$ cat src/hdl/trm_pkg.sv
// Constants for the trigger routing matrix: line counts, source select codes, clock figures.
// Assumes one 25 MHz system clock and the backplane 10 MHz reference arriving on a pin.
package trm_pkg;

  // Line counts per group
  localparam int unsigned NUM_FP = 3;
  localparam int unsigned NUM_STAR = 13;
  localparam int unsigned NUM_BUS = 8;

  // Width of a per-line source select code
  localparam int unsigned SEL_W = 5;

  // Internal sources sit just above the last line index
  localparam int unsigned SEL_TIME_OFS = 0;
  localparam int unsigned SEL_CLK_OFS = 1;
  localparam int unsigned SEL_GND_OFS = 2;
  localparam int unsigned NUM_INTERNAL_SRC = 3;

  // System clock and sync clock figures
  localparam int unsigned REF_CLK_PERIOD_NS = 40;
  localparam int unsigned REF_CLK_MHZ = 1000 / REF_CLK_PERIOD_NS;
  localparam int unsigned SYNC_CLK_MHZ = 10;

  // Synchroniser depth on every pin input
  localparam int unsigned SYNC_STAGES = 2;

endpackage : trm_pkg

$ cat src/hdl/trm_route_slot.sv
// One destination line of the trigger matrix: source mux, sync register, drive enable.
// Assumes lines arrive both raw and already synchronised, plus a one-cycle sync clock edge strobe.
`timescale 1ns/100ps

module trm_route_slot #(
  parameter int unsigned NUM_LINES = trm_pkg::NUM_FP + trm_pkg::NUM_STAR + trm_pkg::NUM_BUS,
  parameter int unsigned SELF = 0
) (
  input wire logic ref_clk_i,
  input wire logic rst_n_i,
  input wire logic enable_i,
  input wire logic sync_en_i,
  input wire logic [trm_pkg::SEL_W-1:0] src_sel_i,
  input wire logic [NUM_LINES-1:0] line_async_i,
  input wire logic [NUM_LINES-1:0] line_sync_i,
  input wire logic time_event_i,
  input wire logic clk10_i,
  input wire logic clk10_rise_i,
  output logic out_o,
  output logic oe_o
);

  localparam logic [trm_pkg::SEL_W-1:0] SEL_TIME = trm_pkg::SEL_W'(NUM_LINES + trm_pkg::SEL_TIME_OFS);
  localparam logic [trm_pkg::SEL_W-1:0] SEL_CLK = trm_pkg::SEL_W'(NUM_LINES + trm_pkg::SEL_CLK_OFS);
  localparam logic [trm_pkg::SEL_W-1:0] SEL_GND = trm_pkg::SEL_W'(NUM_LINES + trm_pkg::SEL_GND_OFS);
  localparam logic [trm_pkg::SEL_W-1:0] SEL_SELF = trm_pkg::SEL_W'(SELF);

  typedef struct packed {
    logic sync_out;
  } trm_slot_state_t;

  trm_slot_state_t state_q;
  trm_slot_state_t state_d;
  logic src_is_line;
  logic sync_mode;
  logic async_val;
  logic sel_sync_bit;

  // Own line as source would loop pad back to pad; treated as ground
  assign src_is_line = (src_sel_i < SEL_TIME) && (src_sel_i != SEL_SELF);
  assign sync_mode = sync_en_i && src_is_line;
  assign sel_sync_bit = src_is_line ? line_sync_i[src_sel_i] : 1'b0;

  always_comb begin
    state_d = state_q;
    async_val = 1'b0;
    if (src_is_line) begin
      async_val = line_async_i[src_sel_i];
    end else if (src_sel_i == SEL_TIME) begin
      async_val = time_event_i;
    end else if (src_sel_i == SEL_CLK) begin
      async_val = clk10_i;
    end
    if (!sync_mode) begin
      state_d.sync_out = 1'b0;
    end else if (clk10_rise_i) begin
      state_d.sync_out = sel_sync_bit;
    end
  end

  always_ff @(posedge ref_clk_i or negedge rst_n_i) begin
    if (!rst_n_i) begin
      state_q <= '0;
    end else begin
      state_q <= state_d;
    end
  end

  assign out_o = sync_mode ? state_q.sync_out : async_val;
  assign oe_o = enable_i;
endmodule : trm_route_slot

$ cat src/hdl/trm_matrix.sv
// Trigger routing crossbar over front-panel pins, star lines and trigger bus lines.
// Assumes configuration inputs come from logic on ref_clk_i; every pin and the
// backplane 10 MHz clock arrive from outside and are synchronised here.
`timescale 1ns/100ps

module trm_matrix #(
  parameter int unsigned NUM_FP = trm_pkg::NUM_FP,
  parameter int unsigned NUM_STAR = trm_pkg::NUM_STAR,
  parameter int unsigned NUM_BUS = trm_pkg::NUM_BUS
) (
  input wire logic ref_clk_i,
  input wire logic nrst_i,
  input wire logic pxi_clk10_i,
  input wire logic time_event_i,
  input wire logic [NUM_FP-1:0] fp_trig_in_i,
  output logic [NUM_FP-1:0] fp_trig_out_o,
  output logic [NUM_FP-1:0] fp_trig_oe_o,
  input wire logic [NUM_STAR-1:0] star_trig_in_i,
  output logic [NUM_STAR-1:0] star_trig_out_o,
  output logic [NUM_STAR-1:0] star_trig_oe_o,
  input wire logic [NUM_BUS-1:0] bus_trig_in_i,
  output logic [NUM_BUS-1:0] bus_trig_out_o,
  output logic [NUM_BUS-1:0] bus_trig_oe_o,
  input wire logic [NUM_FP+NUM_STAR+NUM_BUS-1:0] route_enable_i,
  input wire logic [NUM_FP+NUM_STAR+NUM_BUS-1:0] route_sync_i,
  input wire logic [NUM_FP+NUM_STAR+NUM_BUS-1:0][trm_pkg::SEL_W-1:0] route_src_i
);

  localparam int unsigned NUM_LINES = NUM_FP + NUM_STAR + NUM_BUS;
  localparam int unsigned STAR_BASE = NUM_FP;
  localparam int unsigned BUS_BASE = NUM_FP + NUM_STAR;

  // Strobe spacing in system clock cycles, for the checks below
  localparam int RISE_GAP_MIN = trm_pkg::REF_CLK_MHZ / trm_pkg::SYNC_CLK_MHZ;
  localparam int RISE_GAP_MAX = (trm_pkg::REF_CLK_MHZ + trm_pkg::SYNC_CLK_MHZ - 1) / trm_pkg::SYNC_CLK_MHZ;

  // Select codes must fit lines plus the three internal sources
  if (NUM_FP < 1 || NUM_STAR < 1 || NUM_BUS < 1 ||
      NUM_LINES + trm_pkg::NUM_INTERNAL_SRC > (1 << trm_pkg::SEL_W)) begin : g_bad_params
    $error("trm_matrix: line counts do not fit the source select code");
  end

  // Edge strobe needs the system clock above twice the sync clock
  if (trm_pkg::REF_CLK_MHZ <= 2 * trm_pkg::SYNC_CLK_MHZ) begin : g_bad_clock
    $error("trm_matrix: system clock too slow to sample the sync clock");
  end

  typedef struct packed {
    logic clk10_ff1;
    logic clk10_ff2;
    logic clk10_ff3;
    logic [trm_pkg::SYNC_STAGES:0] prime;
    logic [NUM_LINES-1:0] line_ff1;
    logic [NUM_LINES-1:0] line_ff2;
  } trm_state_t;

  trm_state_t state_q;
  trm_state_t state_d;
  logic [trm_pkg::SYNC_STAGES-1:0] rst_sync_q;
  logic rst_n;
  logic clk10_rise;
  logic [NUM_LINES-1:0] line_in;
  logic [NUM_LINES-1:0] line_out;
  logic [NUM_LINES-1:0] line_oe;

  // Reset release through two flops
  always_ff @(posedge ref_clk_i or negedge nrst_i) begin
    if (!nrst_i) begin
      rst_sync_q <= '0;
    end else begin
      rst_sync_q <= {rst_sync_q[trm_pkg::SYNC_STAGES-2:0], 1'b1};
    end
  end
  assign rst_n = rst_sync_q[trm_pkg::SYNC_STAGES-1];

  // Line order: front panel, then star, then bus
  assign line_in = {bus_trig_in_i, star_trig_in_i, fp_trig_in_i};

  always_comb begin
    state_d = state_q;
    state_d.clk10_ff1 = pxi_clk10_i;
    state_d.clk10_ff2 = state_q.clk10_ff1;
    state_d.clk10_ff3 = state_q.clk10_ff2;
    // Strobe held off until the clock chain holds real samples
    state_d.prime = {state_q.prime[trm_pkg::SYNC_STAGES-1:0], 1'b1};
    state_d.line_ff1 = line_in;
    state_d.line_ff2 = state_q.line_ff1;
  end

  always_ff @(posedge ref_clk_i or negedge rst_n) begin
    if (!rst_n) begin
      state_q <= '0;
    end else begin
      state_q <= state_d;
    end
  end

  // One shared edge strobe keeps all sync routes in the same cycle
  // No false edge from the cleared chain right after reset
  assign clk10_rise = state_q.clk10_ff2 && !state_q.clk10_ff3 && state_q.prime[trm_pkg::SYNC_STAGES];

  for (genvar i = 0; i < NUM_LINES; i++) begin : g_slot
    // Each destination owns its select, mode and enable
    trm_route_slot #(
      .NUM_LINES(NUM_LINES),
      .SELF(i)
    ) u_slot (
      .ref_clk_i(ref_clk_i),
      .rst_n_i(rst_n),
      .enable_i(route_enable_i[i] && rst_n),
      .sync_en_i(route_sync_i[i]),
      .src_sel_i(route_src_i[i]),
      .line_async_i(line_in),
      .line_sync_i(state_q.line_ff2),
      .time_event_i(time_event_i),
      .clk10_i(pxi_clk10_i),
      .clk10_rise_i(clk10_rise),
      .out_o(line_out[i]),
      .oe_o(line_oe[i])
    );
  end

  // Only the three line kinds have drivers
  assign fp_trig_out_o = line_out[NUM_FP-1:0];
  assign fp_trig_oe_o = line_oe[NUM_FP-1:0];
  assign star_trig_out_o = line_out[BUS_BASE-1:STAR_BASE];
  assign star_trig_oe_o = line_oe[BUS_BASE-1:STAR_BASE];
  assign bus_trig_out_o = line_out[NUM_LINES-1:BUS_BASE];
  assign bus_trig_oe_o = line_oe[NUM_LINES-1:BUS_BASE];

  for (genvar k = 0; k < NUM_LINES; k++) begin : g_chk

    // Neighbouring sync routes off one source switch together
    localparam int unsigned NXT = (k + 1) % NUM_LINES;

  end
endmodule : trm_matrix

$ cat config.mk
export PLATFORM = sky130hd
export DESIGN_NAME = trm_matrix
export DESIGN_NICKNAME = d
export VERILOG_FILES = /design/src/hdl/trm_pkg.sv /design/src/hdl/trm_route_slot.sv /design/src/hdl/trm_matrix.sv
export SDC_FILE = /design/constraint.sdc
export NUM_CORES = 1
export LEC_CHECK = 0
export ABC_CLOCK_PERIOD_IN_PS = 2890
export BUFFER_PORTS_ARGS = -buffer_cell sky130_fd_sc_hd__buf_4
export CORE_MARGIN = 2
export CORE_UTILIZATION = 50
export DETAILED_ROUTE_END_ITERATION = 8
export PLACE_DENSITY = 0.71
export SYNTH_ARGS = -nofsm -noshare
export SYNTH_HDL_FRONTEND = slang
export SYNTH_SLANG_ARGS = --single-unit
$ cat constraint.sdc
create_clock -name ref_clk_i -period 2.89 [get_ports ref_clk_i]
set_input_delay 0 -clock ref_clk_i [delete_from_list [all_inputs] [get_ports ref_clk_i]]
set_output_delay 0 -clock ref_clk_i [all_outputs]
set_load 0.02 [all_outputs]
==> results.json <==
{
  "status": "completed",
  "totalNegativeSetupSlack_ns": 0,
  "rsz0062_at_grt": "no",
  "post_route_cells_drive_above_1_share_pct": 38.8,
  "synth_edf_count": 0,
  "worstSkewPairLatency_ns": 0.36,
  "drtPass1Iterations": 6,
  "crit_required_ns": 3.17,
  "design.core.area_mm2": 0.0285,
  "synth_top_area_share_pct": 39.7,
  "clock_sinks": 80,
  "post-route-min-period_ns": 2.68,
  "detail-route-antenna-nets": 0,
  "synth-async-reset-ratio_pct": 100,
  "wl_um": 50300,
  "root_buffer": "clkbuf_16",
  "cp_max_fo": 24,
  "place_ws_ns": 0.778,
  "initial_core_util_pct": 50.5,
  "drc": 0,
  "viasPerCell": 7.51,
  "hpwl_um": 31900,
  "final.setup.worst_slack_ns": 0.206,
  "cts_tree": "yes",
  "cellLeakagePower_nw": 6.23,
  "ys_seq_elements": 80,
  "syn_to_final_growth_pct": 13.7,
  "postCtsHoldBufs": 64,
  "ir_drop_mv": 0.282,
  "die_x_um": 174,
  "synth_top_area_cell": "mux4_2",
  "multi_input_area_mm2": 0.0109,
  "io_buffers": 243,
  "max_freq_ghz": 0.373,
  "first_iter_violations": 1656,
  "nFillCells": 2359,
  "overflow": 0,
  "rrSetupSlack_ns": 0.21,
  "power_density_mw_per_mm2": 294,
  "cts_setup_buffers": 0,
  "dieHeight_um": 174,
  "hold_viol": 0,
  "gp_congestion": 0.897,
  "skew_ns": 0.0148,
  "io_pins": 244,
  "placed_area_mm2": 0.0154,
  "hold_class": "input pin to flip-flop",
  "htree_levels": 3,
  "clkTransAtPathRegs_ns": 0.07,
  "design_area_mm2": 0.0163,
  "grt_usage_pct": 33.2,
  "cp-end-kind": "flip-flop",
  "grt_pass1_vias": 12900,
  "synth_common_cells": "mux4_2 (253), clkbuf_1 (150), mux2i_1 (120), dfrtp_1 (80), nand2_1 (65)",
  "yosysMostFrequentCell": "mux4_2",
  "rows": 62,
  "cap_violations": 0,
  "cts.repair.resized": 0,
  "yosys_warnings": 0,
  "synth.area.top_cells": "mux4_2 (40%), dfrtp_1 (14%), mux2i_1 (8.4%)",
  "synth-seq-area-share_pct": 13.9,
  "finalNetCount": 1600,
  "die-area_mm2": 0.0301,
  "grt_max_degree": 70,
  "antenna_found_initial": 2,
  "relSlewSlack_pct": 43.9,
  "wl_per_cell_um": 28.0,
  "synth.avg_cell_area_um2": 10.6,
  "tightestPinTransition_ns": 0.841,
  "num_vias": 13500,
  "worstSetupPathType": "flip-flop to flip-flop",
  "setup_viol": 0,
  "numCtsBuffers": 9,
  "cts_buffer_depth": 2,
  "seq_area_mm2": 0.00201,
  "syn_inst": 1352,
  "grt_pass1_wl_um": 77500,
  "synth_area_mm2": 0.0144,
  "synth.distinct_cells": 66,
  "cp-start-kind": "flip-flop",
  "yosys_most_used_dff": "dfrtp_1",
  "arrival_ns": 2.97,
  "slew_viol_final": 0,
  "final.period_utilization_pct": 92.9
}
-- final timing paths --
| path | depth (start not counted) | to | start |
|---|---|---|---|
| worst min register to register | 0 | g_slot[5].u_slot.state_q | rst_sync_q[1] |
| worst max register to register | 5 | g_slot[1].u_slot.state_q | state_q[17] |
| min in group asynchronous | 0 | g_slot[5].u_slot.state_q | rst_sync_q[1] |
| max in group asynchronous | 1 | g_slot[18].u_slot.state_q | rst_sync_q[1] |
| worst min-delay path | 3 | g_slot[3].u_slot.state_q | route_src_i[19] |
| worst max-delay path | 5 | g_slot[1].u_slot.state_q | state_q[17] |
-- sequential cells by signal (all words and copies together) (netlist names) --
signal / cells
g_slot.u_slot.state_q: 24
rst_sync_q: 2
state_d: 28
state_q: 26
-- stage by stage --
step           cells  hold WS, ns  power, mW  utilization, %
3_3_place_gp    1713       -0.216       3.46            54.0
6_report        1794      0.00756       4.80            57.4
4_1_cts         1793    0.0000787       4.77            57.4
5_1_grt         1794       0.0182       5.00            57.4
2_1_floorplan   1353       -0.296       2.87               -
3_5_place_dp    1713       -0.216       3.50            54.0
-- cells by family (layout without fill, tap and decap cells) --
logic type	Yosys count	in the layout	synth area share, %
and+or+nand+nor	345	345	13.8
buffers and inverters	292	348	9.93
other	1	3	0.0261
AOI/OAI and AO/OA	225	225	10.4
muxes	409	409	51.9
DFF	80	80	13.9
-- critical path: stages, from the launching register on --
cell           delay, ns
dfrtp_1             0.86
mux4_2              0.39
mux2i_1             0.07
or4b_2              0.63
o21ai_0             0.08
dlygate4sd3_1       0.57
-- cells in the final DEF (no fill, tap or decap), types with 20 or more instances in the layout --
cell type      instances
a21oi_1               33
dlygate4sd3_1         64
nor2_1                39
nor2b_1               23
nor3_1                21
mux2i_1              120
dfrtp_1               79
a31oi_1               26
buf_4                245
mux2_2                25
nand2_1               65
inv_1                 21
nand3b_1              24
o21ai_0               60
and2_1                26
nand3_1               33
mux4_2               253
nor3b_1               23
nand2b_1              20
-- power breakdown --
group / switching [mW] / total, mW / internal [mW]
combinational: 1.11 / 2.28 / 1.17
sequential: 0.144 / 1.31 / 1.17
clock: 0.511 / 1.21 / 0.700
-- metal layers --
layer	GRT usage (%)	wire length (um)	vias to the layer above
li1	-	-	5478
met3	6.60	6020	202
met5	0	13	-
met2	53.7	23900	1109
met1	44.3	18300	6685
met4	12.9	2070	2
-- cell type report --
type | instances | area share (%)
Clock inverter | 5 | 0.391
Antenna cell | 1 | 0.0153
Multi-Input combinational cell | 981 | 67.0
Sequential cell | 80 | 12.3
Tap cell | 384 | 2.94
Inverter | 21 | 0.483
Timing Repair Buffer | 311 | 15.4
Clock buffer | 11 | 1.49
No activity file was read; power rests on OpenSTA's default activity.
